==> config.mk <==
export PLATFORM = sky130hd
export DESIGN_NAME = fspc_ctrl
export DESIGN_NICKNAME = d
export VERILOG_FILES = /design/src/fspc_pkg.sv /design/src/fspc_unlock.sv /design/src/fspc_ctrl.sv
export SDC_FILE = /design/constraint.sdc
export NUM_CORES = 1
export LEC_CHECK = 0
export BUFFER_PORTS_ARGS = -buffer_cell sky130_fd_sc_hd__buf_2
export CORE_MARGIN = 3
export CORE_UTILIZATION = 50
export DETAILED_ROUTE_END_ITERATION = 12
export PLACE_DENSITY = 0.65
export SLEW_MARGIN = 10
export SYNTH_ARGS = -nofsm -noshare
export SYNTH_HDL_FRONTEND = slang
export SYNTH_SLANG_ARGS = --single-unit
==> constraint.sdc <==
create_clock -name sys_clk -period 5.4 [get_ports sys_clk]
set_input_delay 0.27 -clock sys_clk [delete_from_list [all_inputs] [get_ports sys_clk]]
set_output_delay 0.27 -clock sys_clk [all_outputs]
set_load 0.005 [all_outputs]
==> src/fspc_pkg.sv <==
// shared constants for the flash self-programming controller
package fspc_pkg;
  // sector numbers of the cpu data-memory space
  localparam logic [7:0] FSPC_CTRL_SECTOR  = 8'h01;
  localparam logic [7:0] FSPC_DATA_SECTOR  = 8'h00;
  // control registers in the control sector
  localparam logic [7:0] FSPC_MAIN_CTRL    = 8'h43;
  localparam logic [7:0] FSPC_RST_PATTERN  = 8'h44;
  localparam logic [7:0] FSPC_BUF_CLR_CTRL = 8'h45;
  // address and data registers in the data sector
  localparam logic [7:0] FSPC_ADDR_LO      = 8'h40;
  localparam logic [7:0] FSPC_ADDR_HI      = 8'h41;
  localparam logic [7:0] FSPC_DATA0_LO     = 8'h42;
  localparam logic [7:0] FSPC_DATA0_HI     = 8'h43;
  localparam logic [7:0] FSPC_DATA1_LO     = 8'h44;
  localparam logic [7:0] FSPC_DATA3_HI     = 8'h49;
  // main control and buffer clear field positions
  localparam int FSPC_STATUS_BIT  = 7;
  localparam int FSPC_MODE_HI     = 6;
  localparam int FSPC_MODE_LO     = 4;
  localparam int FSPC_PROC_BIT    = 3;
  localparam int FSPC_WSTART_BIT  = 2;
  localparam int FSPC_RPERMIT_BIT = 1;
  localparam int FSPC_RSTART_BIT  = 0;
  localparam int FSPC_BUFCLR_BIT  = 0;
  // operation mode codes
  localparam logic [2:0] FSPC_MODE_WRITE  = 3'h0;
  localparam logic [2:0] FSPC_MODE_ERASE  = 3'h1;
  localparam logic [2:0] FSPC_MODE_READ   = 3'h3;
  localparam logic [2:0] FSPC_MODE_UNLOCK = 3'h6;
  // reset values and special patterns
  localparam logic [7:0]  FSPC_REG_RESET  = 8'h00;
  localparam logic [15:0] FSPC_WORD_RESET = 16'h0000;
  localparam logic [7:0]  FSPC_CHIP_RESET_KEY = 8'h55;
  localparam int          FSPC_UNLOCK_LEN = 6;
  localparam logic [7:0]  FSPC_UNLOCK_PAT [0:5] = '{8'h00, 8'h04, 8'h0d, 8'h09, 8'hc3, 8'h40};
  localparam int          FSPC_UNLOCK_TIMEOUT_US = 300;
  // flash array commands
  localparam logic [1:0] FSPC_FL_WRITE = 2'h0;
  localparam logic [1:0] FSPC_FL_ERASE = 2'h1;
  localparam logic [1:0] FSPC_FL_READ  = 2'h2;
  // no-target code for the unlock write index
  localparam logic [2:0] FSPC_NO_IDX = 3'h7;
endpackage

==> src/fspc_unlock.sv <==
// unlock pattern checker with slow-oscillator timeout
`timescale 1ns/1ps
module fspc_unlock #(
  parameter int SLOW_OSC_KHZ = 32
) (
  // clock and reset
  input  wire logic       clk,
  input  wire logic       rst_n,
  // control
  input  wire logic       arm,
  input  wire logic       slow_tick,
  // data register writes
  input  wire logic       wr_stb,
  input  wire logic [2:0] wr_idx,
  input  wire logic [7:0] wr_data,
  // result
  output logic            done,
  output logic            ok
);
  import fspc_pkg::*;
  // longest time rounds down, never below one tick
  localparam int TICKS_RAW = FSPC_UNLOCK_TIMEOUT_US * SLOW_OSC_KHZ / 1000;
  localparam int TICKS = (TICKS_RAW < 1) ? 1 : TICKS_RAW;
  localparam logic [15:0] TICKS_W = 16'(TICKS);
  if (SLOW_OSC_KHZ < 1 || TICKS > 65535) begin : g_chk
    $error("fspc_unlock: unsupported slow oscillator rate");
  end

  logic        active_reg;
  logic [2:0]  step_reg;
  logic [15:0] tick_reg;

  // sequence tracking; any wrong write to the pattern registers or a timeout ends the attempt
  always_ff @(posedge clk or negedge rst_n) begin
    if (!rst_n) begin
      active_reg <= 1'b0;
      step_reg   <= 3'h0;
      tick_reg   <= 16'h0000;
      done       <= 1'b0;
      ok         <= 1'b0;
    end else begin
      done <= 1'b0;
      if (!active_reg) begin
        if (arm && !done) begin
          active_reg <= 1'b1;
          step_reg   <= 3'h0;
          tick_reg   <= 16'h0000;
        end
      end else if (wr_stb && wr_idx != FSPC_NO_IDX) begin
        if (wr_idx == step_reg && wr_data == FSPC_UNLOCK_PAT[step_reg]) begin // RL19
          step_reg <= step_reg + 3'h1;
          if (step_reg == 3'(FSPC_UNLOCK_LEN - 1)) begin
            active_reg <= 1'b0;
            done       <= 1'b1;
            ok         <= 1'b1;
          end
        end else begin
          active_reg <= 1'b0; // RL20
          done       <= 1'b1;
          ok         <= 1'b0;
        end
      end else if (slow_tick) begin
        if (tick_reg == TICKS_W - 16'h0001) begin
          active_reg <= 1'b0; // RL19
          done       <= 1'b1;
          ok         <= 1'b0;
        end else begin
          tick_reg <= tick_reg + 16'h0001;
        end
      end
    end
  end
endmodule

==> src/fspc_ctrl.sv <==
// flash self-programming control registers and sequencer
// Summary of operation
// RL1 - control registers at 43h-45h of sector one
// RL2 - software uses pointer pairs two or three
// RL3 - clearing status bit disables writing immediately
// RL4 - software writing one to status ignored
// RL5 - hardware sets status only on unlock success
// RL6 - mode field decodes write, erase, read, unlock
// RL7 - procedure bit plus unlock mode runs unlock
// RL8 - procedure bit not needed after unlocking
// RL9 - write start cleared when write finishes
// RL10 - read permit bit gates flash reads
// RL11 - read start cleared when read completes
// RL12 - writing 55h to reset register resets chip
// RL13 - buffer clear bit self-clears after clearing
// RL14 - buffer clear register upper bits read zero
// RL15 - thirteen-bit variant: high bits 7-5 zero
// RL16 - fourteen-bit variant: high bits 7-6 zero
// RL17 - page and burst 32/64/128, reads single
// RL18 - first data high write loads, increments address
// RL19 - six-byte unlock pattern within 300 us
// RL20 - unlock end always clears procedure bit; a main register write in the same cycle wins here
// RL21 - reserved mode starts no flash operation
// RL22 - address width parameter 13 to 16 bits
`timescale 1ns/1ps
module fspc_ctrl #(
  parameter int ADDR_BITS      = 13,
  parameter int WORDS_PER_PAGE = 32,
  parameter int SLOW_OSC_KHZ   = 32
) (
  // clock and reset
  input  wire logic        sys_clk,
  input  wire logic        rst_n,
  // cpu data-memory access
  input  wire logic [7:0]  cpu_sector,
  input  wire logic [7:0]  cpu_addr,
  input  wire logic        cpu_wr,
  input  wire logic        cpu_rd,
  input  wire logic [7:0]  cpu_wdata,
  output logic      [7:0]  cpu_rdata,
  // slow oscillator tick, one sys_clk wide
  input  wire logic        slow_tick,
  // whole-chip reset request
  output logic             chip_reset_req,
  // flash array
  output logic             fl_req,
  output logic      [1:0]  fl_cmd,
  output logic      [15:0] fl_addr,
  output logic      [15:0] fl_wdata,
  input  wire logic        fl_ack,
  input  wire logic [15:0] fl_rdata
);
  import fspc_pkg::*;
  localparam int IDXW = $clog2(WORDS_PER_PAGE);
  localparam logic [15:0] ADDR_MASK = 16'((32'h1 << ADDR_BITS) - 1);
  localparam logic [15:0] PAGE_MASK = ADDR_MASK & ~16'(WORDS_PER_PAGE - 1);
  localparam logic [IDXW-1:0] LAST_IDX = IDXW'(WORDS_PER_PAGE - 1);
  // RL22 RL17
  if (ADDR_BITS < 13 || ADDR_BITS > 16 ||
      !(WORDS_PER_PAGE == 32 || WORDS_PER_PAGE == 64 || WORDS_PER_PAGE == 128)) begin : g_chk
    $error("fspc_ctrl: unsupported address width or page size");
  end

  typedef enum logic [3:0] {
    S_IDLE  = 4'b0001,
    S_CLR   = 4'b0010,
    S_ISSUE = 4'b0100,
    S_WAIT  = 4'b1000
  } fspc_state_t;

  // reset release through two flops
  logic rst_meta_reg;
  logic rst_n_sync;
  always_ff @(posedge sys_clk or negedge rst_n) begin
    if (!rst_n) begin
      rst_meta_reg <= 1'b0;
      rst_n_sync   <= 1'b0;
    end else begin
      rst_meta_reg <= 1'b1;
      rst_n_sync   <= rst_meta_reg;
    end
  end

  logic              status_reg;
  logic [2:0]        mode_reg;
  logic              proc_reg;
  logic              wstart_reg;
  logic              rpermit_reg;
  logic              rstart_reg;
  logic [7:0]        rstpat_reg;
  logic              bufclr_reg;
  logic [15:0]       addr_reg;
  logic [15:0]       page_reg;
  logic [7:0]        data_reg [0:7];
  logic [15:0]       wbuf [0:WORDS_PER_PAGE-1];
  fspc_state_t       state_reg;
  logic [IDXW-1:0]   idx_reg;
  logic [1:0]        op_reg;
  logic              unlock_done;
  logic              unlock_ok;

  // address decode; sector must match as well as the location
  logic ctl_sel;
  logic dat_sel;
  logic wr_main;
  logic wr_rstpat;
  logic wr_bufclr;
  logic wr_alo;
  logic wr_ahi;
  logic wr_dat;
  logic wr_d0hi;
  logic [2:0] dat_idx;
  logic [2:0] unlock_idx;
  assign ctl_sel   = cpu_sector == FSPC_CTRL_SECTOR;
  assign dat_sel   = cpu_sector == FSPC_DATA_SECTOR;
  assign wr_main   = cpu_wr && ctl_sel && cpu_addr == FSPC_MAIN_CTRL; // RL1
  assign wr_rstpat = cpu_wr && ctl_sel && cpu_addr == FSPC_RST_PATTERN; // RL1
  assign wr_bufclr = cpu_wr && ctl_sel && cpu_addr == FSPC_BUF_CLR_CTRL; // RL1
  assign wr_alo    = cpu_wr && dat_sel && cpu_addr == FSPC_ADDR_LO;
  assign wr_ahi    = cpu_wr && dat_sel && cpu_addr == FSPC_ADDR_HI;
  assign wr_dat    = cpu_wr && dat_sel && cpu_addr >= FSPC_DATA0_LO && cpu_addr <= FSPC_DATA3_HI;
  assign wr_d0hi   = cpu_wr && dat_sel && cpu_addr == FSPC_DATA0_HI;
  assign dat_idx   = 3'(cpu_addr - FSPC_DATA0_LO);
  assign unlock_idx = (wr_dat && cpu_addr >= FSPC_DATA1_LO) ? 3'(cpu_addr - FSPC_DATA1_LO)
                                                            : FSPC_NO_IDX;

  // completion strobes from the sequencer
  logic last_ack;
  logic fin_w;
  logic fin_r;
  logic fin_c;
  logic abort_w;
  assign last_ack = state_reg == S_WAIT && fl_ack && (op_reg != FSPC_FL_WRITE || idx_reg == LAST_IDX);
  assign abort_w  = (state_reg == S_ISSUE || state_reg == S_WAIT) && op_reg != FSPC_FL_READ && !status_reg;
  assign fin_w    = (last_ack && op_reg != FSPC_FL_READ) || abort_w;
  assign fin_r    = last_ack && op_reg == FSPC_FL_READ;
  assign fin_c    = state_reg == S_CLR && idx_reg == LAST_IDX;

  // start requests refused in idle: wrong mode, locked, or read not permitted
  logic w_go;
  logic e_go;
  logic r_go;
  logic w_drop;
  logic r_drop;
  assign w_go   = status_reg && mode_reg == FSPC_MODE_WRITE; // RL6
  assign e_go   = status_reg && mode_reg == FSPC_MODE_ERASE; // RL6
  assign r_go   = rpermit_reg && mode_reg == FSPC_MODE_READ; // RL10
  assign w_drop = state_reg == S_IDLE && !bufclr_reg && wstart_reg && !w_go && !e_go; // RL21
  assign r_drop = state_reg == S_IDLE && !bufclr_reg && !wstart_reg && rstart_reg && !r_go; // RL21

  // main control register; software writes win over hardware clears
  always_ff @(posedge sys_clk or negedge rst_n_sync) begin
    if (!rst_n_sync) begin
      status_reg  <= 1'b0;
      mode_reg    <= 3'h0;
      proc_reg    <= 1'b0;
      wstart_reg  <= 1'b0;
      rpermit_reg <= 1'b0;
      rstart_reg  <= 1'b0;
    end else begin
      if (unlock_done && unlock_ok) begin
        status_reg <= 1'b1; // RL5
      end else if (wr_main && !cpu_wdata[FSPC_STATUS_BIT]) begin
        status_reg <= 1'b0; // RL3 RL4
      end
      if (wr_main) begin
        mode_reg    <= cpu_wdata[FSPC_MODE_HI:FSPC_MODE_LO];
        rpermit_reg <= cpu_wdata[FSPC_RPERMIT_BIT];
      end
      if (wr_main) begin
        proc_reg <= cpu_wdata[FSPC_PROC_BIT];
      end else if (unlock_done) begin
        proc_reg <= 1'b0; // RL20
      end
      if (wr_main) begin
        wstart_reg <= cpu_wdata[FSPC_WSTART_BIT];
      end else if (fin_w || w_drop) begin
        wstart_reg <= 1'b0; // RL9
      end
      if (wr_main) begin
        rstart_reg <= cpu_wdata[FSPC_RSTART_BIT];
      end else if (fin_r || r_drop) begin
        rstart_reg <= 1'b0; // RL11
      end
    end
  end

  // chip reset pattern and buffer clear control
  always_ff @(posedge sys_clk or negedge rst_n_sync) begin
    if (!rst_n_sync) begin
      rstpat_reg     <= FSPC_REG_RESET;
      chip_reset_req <= 1'b0;
      bufclr_reg     <= 1'b0;
    end else begin
      chip_reset_req <= wr_rstpat && cpu_wdata == FSPC_CHIP_RESET_KEY; // RL12
      if (wr_rstpat) begin
        rstpat_reg <= cpu_wdata;
      end
      if (wr_bufclr) begin
        bufclr_reg <= cpu_wdata[FSPC_BUFCLR_BIT];
      end else if (fin_c) begin
        bufclr_reg <= 1'b0; // RL13
      end
    end
  end

  // address pair; upper bits beyond the variant width stay zero
  always_ff @(posedge sys_clk or negedge rst_n_sync) begin
    if (!rst_n_sync) begin
      addr_reg <= FSPC_WORD_RESET;
      page_reg <= FSPC_WORD_RESET;
    end else if (wr_alo) begin
      addr_reg <= {addr_reg[15:8], cpu_wdata} & ADDR_MASK;
    end else if (wr_ahi) begin
      addr_reg <= {cpu_wdata, addr_reg[7:0]} & ADDR_MASK; // RL15 RL16 RL22
    end else if (wr_d0hi) begin
      page_reg <= addr_reg & PAGE_MASK;
      addr_reg <= (addr_reg + 16'h0001) & ADDR_MASK; // RL18
    end
  end

  // data register pairs; a finished read lands in the first pair
  for (genvar i = 0; i < 8; i++) begin : g_data
    always_ff @(posedge sys_clk or negedge rst_n_sync) begin
      if (!rst_n_sync) begin
        data_reg[i] <= FSPC_REG_RESET;
      end else if (wr_dat && dat_idx == 3'(i)) begin
        data_reg[i] <= cpu_wdata;
      end else if (fin_r && i < 2) begin
        data_reg[i] <= (i == 0) ? fl_rdata[7:0] : fl_rdata[15:8]; // RL17
      end
    end
  end

  // write buffer, indexed by the low address bits; no reset on the array
  always_ff @(posedge sys_clk) begin
    if (state_reg == S_CLR) begin
      wbuf[idx_reg] <= FSPC_WORD_RESET; // RL13
    end else if (wr_d0hi) begin
      wbuf[addr_reg[IDXW-1:0]] <= {cpu_wdata, data_reg[0]}; // RL18
    end
  end

  // sequencer: buffer clear, page erase, burst write, single read
  always_ff @(posedge sys_clk or negedge rst_n_sync) begin
    if (!rst_n_sync) begin
      state_reg <= S_IDLE;
      idx_reg   <= '0;
      op_reg    <= FSPC_FL_WRITE;
      fl_req    <= 1'b0;
      fl_cmd    <= FSPC_FL_WRITE;
      fl_addr   <= FSPC_WORD_RESET;
      fl_wdata  <= FSPC_WORD_RESET;
    end else begin
      case (state_reg)
        S_IDLE: begin
          idx_reg <= '0;
          if (bufclr_reg) begin
            state_reg <= S_CLR;
          end else if (wstart_reg && w_go) begin
            op_reg    <= FSPC_FL_WRITE; // RL9
            state_reg <= S_ISSUE;
          end else if (wstart_reg && e_go) begin
            op_reg    <= FSPC_FL_ERASE;
            state_reg <= S_ISSUE;
          end else if (!wstart_reg && rstart_reg && r_go) begin
            op_reg    <= FSPC_FL_READ; // RL11
            state_reg <= S_ISSUE;
          end
        end
        S_CLR: begin
          idx_reg <= idx_reg + 1'b1;
          if (fin_c) begin
            state_reg <= S_IDLE;
          end
        end
        S_ISSUE: begin
          if (abort_w) begin
            state_reg <= S_IDLE; // RL3
          end else begin
            fl_req    <= 1'b1;
            fl_cmd    <= op_reg;
            state_reg <= S_WAIT;
            if (op_reg == FSPC_FL_WRITE) begin
              fl_addr  <= page_reg | {{(16-IDXW){1'b0}}, idx_reg}; // RL17
              fl_wdata <= wbuf[idx_reg];
            end else if (op_reg == FSPC_FL_ERASE) begin
              fl_addr <= addr_reg & PAGE_MASK;
            end else begin
              fl_addr <= addr_reg;
            end
          end
        end
        S_WAIT: begin
          if (abort_w) begin
            fl_req    <= 1'b0; // RL3
            state_reg <= S_IDLE;
          end else if (fl_ack) begin
            fl_req <= 1'b0;
            if (last_ack) begin
              state_reg <= S_IDLE;
            end else begin
              idx_reg   <= idx_reg + 1'b1;
              state_reg <= S_ISSUE;
            end
          end
        end
        default: begin
          state_reg <= S_IDLE;
          fl_req    <= 1'b0;
        end
      endcase
    end
  end

  // unlock checker starts when procedure bit and unlock mode are set, then runs until done
  fspc_unlock #(
    .SLOW_OSC_KHZ (SLOW_OSC_KHZ)
  ) u_unlock (
    .clk       (sys_clk),
    .rst_n     (rst_n_sync),
    .arm       (proc_reg && mode_reg == FSPC_MODE_UNLOCK), // RL7
    .slow_tick (slow_tick),
    .wr_stb    (wr_dat),
    .wr_idx    (unlock_idx),
    .wr_data   (cpu_wdata),
    .done      (unlock_done),
    .ok        (unlock_ok)
  );

  // registered read data; unmapped locations read zero
  always_ff @(posedge sys_clk or negedge rst_n_sync) begin
    if (!rst_n_sync) begin
      cpu_rdata <= FSPC_REG_RESET;
    end else if (cpu_rd) begin
      if (ctl_sel && cpu_addr == FSPC_MAIN_CTRL) begin
        cpu_rdata <= {status_reg, mode_reg, proc_reg, wstart_reg, rpermit_reg, rstart_reg};
      end else if (ctl_sel && cpu_addr == FSPC_RST_PATTERN) begin
        cpu_rdata <= rstpat_reg;
      end else if (ctl_sel && cpu_addr == FSPC_BUF_CLR_CTRL) begin
        cpu_rdata <= {7'h00, bufclr_reg}; // RL14
      end else if (dat_sel && cpu_addr == FSPC_ADDR_LO) begin
        cpu_rdata <= addr_reg[7:0];
      end else if (dat_sel && cpu_addr == FSPC_ADDR_HI) begin
        cpu_rdata <= addr_reg[15:8];
      end else if (dat_sel && cpu_addr >= FSPC_DATA0_LO && cpu_addr <= FSPC_DATA3_HI) begin
        cpu_rdata <= data_reg[dat_idx];
      end else begin
        cpu_rdata <= FSPC_REG_RESET;
      end
    end
  end
endmodule

==> results of run 1 <==
-- layout make-up --
class	instances	share of cell area (%)
clock buffer	100	6.07
timing repair buffer	167	3.53
tap	756	2.89
inverter	25	0.286
multi-input combinational	891	25.7
clock inverter	30	0.955
sequential	690	60.6
antenna	2	0.0153
-- through the flow --
step | total power [mW] | worst slack (ns) | util, % | hold slack [ns] | area (µm²)
final | 12.1 | 2.05 | 57.9 | 0.0574 | 32800
after CTS | 12.2 | 2.03 | 57.8 | 0.0184 | 32700
after detailed placement | 7.35 | 2.04 | 53.4 | 0.0584 | 30200
after floorplan | 6.91 | 0.0745 | - | -0.0256 | 28800
after global routing | 12.5 | 1.86 | 57.9 | 0.0738 | 32800
after global placement | 7.34 | 2.04 | 53.4 | 0.0548 | 30200
-- layout by cell type (no fill, tap or decap), types with 9 or more instances in the layout --
master / netlist / final
inv_1: 25 / 25
o22ai_1: 64 / 64
or4_1: 22 / 22
and2_1: 21 / 14
clkbuf_16: 0 / 73
and3_1: 11 / 11
a21oi_1: 45 / 45
nand3_1: 31 / 31
a221oi_1: 9 / 9
mux2i_1: 35 / 35
buf_4: 8 / 57
nor4_1: 14 / 11
buf_2: 26 / 86
nor2_1: 73 / 73
o21ai_0: 49 / 49
mux2_2: 102 / 102
nor3_1: 19 / 18
nor2b_1: 10 / 10
nand4_1: 14 / 14
xnor2_1: 11 / 11
a31oi_1: 11 / 11
dfrtp_1: 177 / 174
o31ai_1: 18 / 18
clkinv_2: 0 / 14
edfxtp_1: 512 / 512
dlygate4sd3_1: 0 / 19
mux4_2: 140 / 140
a22oi_1: 9 / 9
nand2_1: 73 / 73
clkbuf_1: 60 / 21
-- per-layer routing --
layer | track usage, % | wire (µm)
met5 | 0 | 27
met4 | 9.01 | 2620
met3 | 6.76 | 6540
met2 | 38.2 | 34500
met1 | 33.4 | 29100
-- cells by family after synthesis --
group / after synthesis / synth area share, %
AOI/OAI and AO/OA: 247 / 5.53
xor gates and xnor gates: 13 / 0.396
adders and majority gates: 8 / 0.348
buffers and inverters: 129 / 1.96
DFF: 690 / 68.9
muxes: 277 / 16.2
other: 2 / 0.0261
and+or+nand+nor: 342 / 6.62
-- power breakdown --
group	internal, mW	switching (mW)	total [mW]
Combinational	0.601	0.679	1.28
Clock	2.79	2.04	4.83
Sequential	5.76	0.215	5.97
-- worst max-delay path, stage by stage (launching register included) --
cell	delay (ns)
dfrtp_4	1.06
buf_4	0.72
mux4_2	0.42
o22ai_1	0.52
or4_1	0.22
o21ai_0	0.08
-- worst paths after layout --
kind | cells past startpoint | slack (ns) | endpoint
max | 5 | 2.05 | fl_wdata[12]$_DFFE_PN0P_
min | 3 | 0.06 | addr_reg[2]$_DFFE_PN0P_
max reg2reg | 5 | 2.05 | fl_wdata[12]$_DFFE_PN0P_
min reg2reg | 0 | 0.36 | rst_n_sync$_DFF_PN0_
max in group asynchronous | 1 | 3.67 | idx_reg[0]$_DFFE_PN0P_
min in group asynchronous | 0 | 0.48 | data_reg[62]$_DFFE_PN0P_
==> key figures, run 1 <==
Synthesis
  – Top cells by area in the synthesized netlist: edfxtp_1, dfrtp_1, mux4_2
  – Ys async rst share: 25.8%
  – Main flop type after synthesis: edfxtp_1
  – Syn. warnings: 0
  – Synthesized cell area: 28800 µm²
  – Avg Inst Size Synth: 16.8 µm²
  – Flops & latches, synth: 690
  – Seq/Total Area, Yosys: 68.9%
  – Synth Instances: 1708
  – Post-synth top cells: edfxtp_1, dfrtp_1, mux4_2
  – Synth area leader: edfxtp_1
  – Most frequent cell after synthesis: edfxtp_1
  – Top-area cell type share of the netlist area: 53.5%
  – Cell variety after synth: 72
  – EDFF count, synth: 512

Finish
  – Register area: 19800 µm²
  – Ratio of cells with drive above 1 in the final layout: 27.6%
  – Cell Count, Final, Fillers Out: 2661
  – Final nets: 1899
  – Fill cells: 4349
  – Max reg flops: 512
  – Multi-input logic area: 8410 µm²
  – Area delta synth->final: 13.9%

Route
  – Router iterations before antenna repair: 5
  – Via count: 16.5k
  – DRT Wirelength: 72800 µm
  – WL per Instance: 27.4 µm
  – DRC Markers: 0
  – DRC marker count from the first detailed-route iteration: 1749
  – Vias/cell: 6.20
  – Remaining antenna violation count: 0

Clock network
  – Register clock-pin slew on the reported worst setup and hold paths: 0.06 ns
  – Total clock buffers created by CTS: 70
  – Clock H-tree levels: 3
  – Post_cts resized: 0
  – Clock sinks: 690
  – CTS Root Cell: clkbuf_16
  – Clk buf depth: 3
  – Worst-Skew Late Latency: 0.62 ns
  – CTS tree: built
  – Hold_buf cts: 19
  – Post-CTS setup buffer count: 0

Outcome
  – Status: finished clean

Timing
  – Final Hold Viols: 0
  – Setup Skew: 0.0281 ns
  – Fin crit share: 62.0%
  – Final setup fails: 0
  – Worst slew pin tran: 1.26 ns
  – Setup TNS Final: 0 ns
  – Minimum clock period: 3.35 ns
  – Slew Limit Fails: 0
  – Worst slew margin: 15.8%
  – RSZ-0062 raised after global routing: no
  – Achievable frequency: 299 MHz

Power
  – Leakage power: 12.3 nW
  – Cell area power density: 369 nW/µm²
  – VDD IR max: 0.000315 V

Run
  – Max cap viols: 0

Global routing
  – Global-route wire length before repair: 108000 µm
  – Antenna violations before repair: 7
  – Overall Global Routing Usage: 24.5%
  – Grt total ovfl: 0
  – Vias in the first global route: 16.5k
  – Pin count of the biggest net entering global routing: 117

Critical path
  – RR Startpoint: idx_reg[1]$_DFFE_PN0P_
  – CP required: 5.83 ns
  – Crit Path Max Fanout: 67
  – Critical path class: reg -> reg
  – Crit path launch: idx_reg[1]$_DFFE_PN0P_
  – Worst Path Arrival: 3.78 ns
  – Startpoint types: register
  – Crit end category: register

Die
  – IO Pins: 90
  – Starting Density: 50.8%
  – # rows: 87
  – Die height: 246 µm
  – Die area: 60400 µm²
  – Die Wd: 246 µm
  – Core area: 56600 µm²

Min path
  – Hold WC Path Type: in -> reg
  – Hold Path Origin: cpu_wdata[2]

Place
  – I/O Buffers: 86
  – Placer Congestion: 0.917
  – DP HPWL: 45500 µm
  – Inst Count DP: 2509
Power figures use the tool's default switching activity.
==> run 2, diff against run 1 <==
PLACE_DENSITY = 0.62   (was 0.65)
clock period = 3.5 ns   (was 5.4 ns; I/O delays follow)
==> run 2 against run 1 <==
Against the previous run:
- sequential share of layout area shrank 0.50 points
- setup slack lost 1.6 ns
- total power grew 53%
- critical path type unchanged
- non-clock buffer count grew 34
- routed wire length shrank 1.6%
- die area is the same
- via count grew 0.30%
- hold slack lost 0.027 ns
==> key figures, run 2 (synthesis results as in run 1) <==
Critical path
  – Crit path max-delay family: simple AND/OR/NAND/NOR gates
  – Worst path slowest cell: nor4b_2
  – Worst Path Arrival: 3.32 ns (-0.46 ns)
  – Crit end category: register
  – Critical path class: reg -> reg
  – Bufs and invs on worst path: 2 (+1)
  – Crit-path max cell delay: 0.94 ns (-0.12 ns)
  – CP required: 3.83 ns (-2.00 ns)
  – Crit Path Max Fanout: 21 (-69%)
  – Critical-path cell list: nor4b_2 -> nor3_2 -> buf_4 -> mux2_2 -> nor2_2 -> buf_12
  – Startpoint types: register

Power
  – Power Internal: 14.0 mW (+53%)
  – Seq pwr share: 49.4% (about the same)
  – Sw frac: 24.2% (about the same)
  – Cell area power density: 559 nW/µm² (+51%)
  – Clock power share: 39.1% (-0.9 points)
  – VDD IR max: 0.000459 V (+45%)
  – Combinational power share: 11.5% (+0.9 points)
  – Switching Power: 4.47 mW (+53%)
  – Leakage power: 12.5 nW (+0.98%)

Clock network
  – Hold_buf cts: 24 (+5)
  – Clk buf depth: 3 (unchanged)
  – Total clock buffers created by CTS: 71 (+1.4%)
  – Clock sinks: 690 (unchanged)
  – CTS Root Cell: clkbuf_16
  – Register clock-pin slew on the reported worst setup and hold paths: 0.06 ns (about the same)
  – Worst-Skew Late Latency: 0.61 ns (about the same)
  – Clock H-tree levels: 3 (unchanged)
  – CTS tree: built
  – Post-CTS setup buffer count: 0 (unchanged)
  – Post_cts resized: 0 (unchanged)

Route
  – Vias/cell: 6.15 (-0.82%)
  – DRC Markers: 0 (unchanged)
  – Via count: 16.6k (+0.30%)
  – Router iterations before antenna repair: 5 (unchanged)
  – Remaining antenna violation count: 0 (unchanged)
  – DRT Wirelength: 71600 µm (-1.6%)
  – WL per Instance: 26.6 µm (-2.7%)
  – DRC marker count from the first detailed-route iteration: 1760 (+0.63%)

Place
  – DP HPWL: 45500 µm (+0.13%)
  – Placer Congestion: 0.876 (-4.5%)
  – I/O Buffers: 86 (unchanged)
  – Inst Count DP: 2539 (+1.2%)
  – Post-Place Worst Slack: 0.534 ns (-1.50 ns)

Timing
  – RSZ-0062 raised after global routing: no
  – Worst slew margin: 26.5% (+11 points)
  – Setup Skew: 0.0224 ns (-0.00568 ns)
  – Setup TNS Final: 0 ns (unchanged)
  – Final Hold Viols: 0 (unchanged)
  – Worst slew pin tran: 1.10 ns (-0.162 ns)
  – Fin crit share: 85.7% (+24 points)
  – Final worst setup slack: 0.502 ns (-1.55 ns)
  – Fin Hold WS: 0.0309 ns (-0.0265 ns)
  – Slew Limit Fails: 0 (unchanged)
  – Minimum clock period: 3.00 ns (-0.350 ns)
  – Final setup fails: 0 (unchanged)
  – Achievable frequency: 334 MHz (+12%)

Finish
  – Area delta synth->final: 14.8%
  – Final nets: 1934 (+1.8%)
  – Fill cells: 4341 (-0.18%)
  – # diodes: 0 (-2)
  – Commonest non-fill, non-tap cell in the layout: edfxtp_1
  – Ratio of cells with drive above 1 in the final layout: 28.0% (+0.37 points)
  – Fin util: 58.3% (+0.48 points)
  – Cell Count, Final, Fillers Out: 2691 (+1.1%)
  – Max reg flops: 512 (unchanged)
  – Most frequent cells in the layout: edfxtp_1, dfrtp_1, mux4_2

Die
  – Die height: 246 µm (unchanged)
  – Die Wd: 246 µm (unchanged)
  – # rows: 87 (unchanged)
  – Die area: 60400 µm² (unchanged)
  – IO Pins: 90 (unchanged)
  – Core area: 56600 µm² (unchanged)
  – Starting Density: 50.8% (unchanged)

Outcome
  – Status: finished clean

Global routing
  – Pin count of the biggest net entering global routing: 82 (-30%)
  – Global-route wire length before repair: 109000 µm (+0.63%)
  – Grt total ovfl: 0 (unchanged)
  – Antenna violations before repair: 0 (-7)
  – Overall Global Routing Usage: 24.3% (-0.25 points)
  – Vias in the first global route: 16.8k (+2.0%)

Min path
  – Hold WC Path Type: in -> reg

Run
  – Max cap viols: 0 (unchanged)
run 2: cell type report:
class / instances / area, µm² / share of cell area [%]
clock inverters: 25 / 238 / 0.720
well taps: 756 / 946 / 2.86
flip-flops and latches: 690 / 19800 / 60.1
clock buffers: 103 / 1980 / 5.99
repair buffers: 201 / 1500 / 4.55
multi-input cells: 891 / 8420 / 25.5
inverters: 25 / 93.8 / 0.284
run 2: tightest hold or removal path, stage by stage:
cell	delay [ns]
buf_2	0.23
nor2_1	0.14
a21oi_1	0.05
run 2: final timing paths:
check                                           endpoint  slack [ns]                startpoint  cells past startpoint
max in group asynchronous       state_reg[0]$_DFFE_PN1P_        2.09      rst_n_sync$_DFF_PN0_                      1
worst max-delay path                wbuf[1][5]$_DFFE_PP_        0.50  state_reg[1]$_DFFE_PN0P_                      6
min in group asynchronous           rst_n_sync$_DFF_PN0_        0.41                     rst_n                      3
worst min register to register      rst_n_sync$_DFF_PN0_        0.35    rst_meta_reg$_DFF_PN0_                      0
worst max register to register      wbuf[1][5]$_DFFE_PP_        0.50  state_reg[1]$_DFFE_PN0P_                      6
worst min-delay path             addr_reg[3]$_DFFE_PN0P_        0.03              cpu_wdata[3]                      3
run 2: per-stage QoR:
stage / area, µm² / power, mW
after floorplan: 28800 / 10.7
after global placement: 30600 / 11.4
after detailed placement: 30600 / 11.4
after CTS: 33000 / 18.6
after global routing: 33000 / 19.1
final: 33000 / 18.4
run 2: power by group through the flow:
| stage | Sequential, mW | Combinational [mW] | Clock [mW] |
|---|---|---|---|
| 2_1_floorplan | 9.13 | 1.53 | 0 |
| 3_3_place_gp | 9.28 | 2.10 | 0 |
| 3_5_place_dp | 9.28 | 2.11 | 0 |
| 4_1_cts | 9.12 | 2.13 | 7.37 |
| 5_1_grt | 9.14 | 2.27 | 7.71 |
| 6_report | 9.12 | 2.12 | 7.21 |
run 2: layer usage:
| layer | vias up | part of all wire, % | global-route usage (%) |
|---|---|---|---|
| met2 | 603 | 48 | 38.6 |
| met4 | 0 | 2.9 | 7.21 |
| li1 | 7177 | - | - |
| met3 | 135 | 5.6 | 3.62 |
| met1 | 8643 | 43 | 35.2 |
| met5 | - | 0 | 0 |
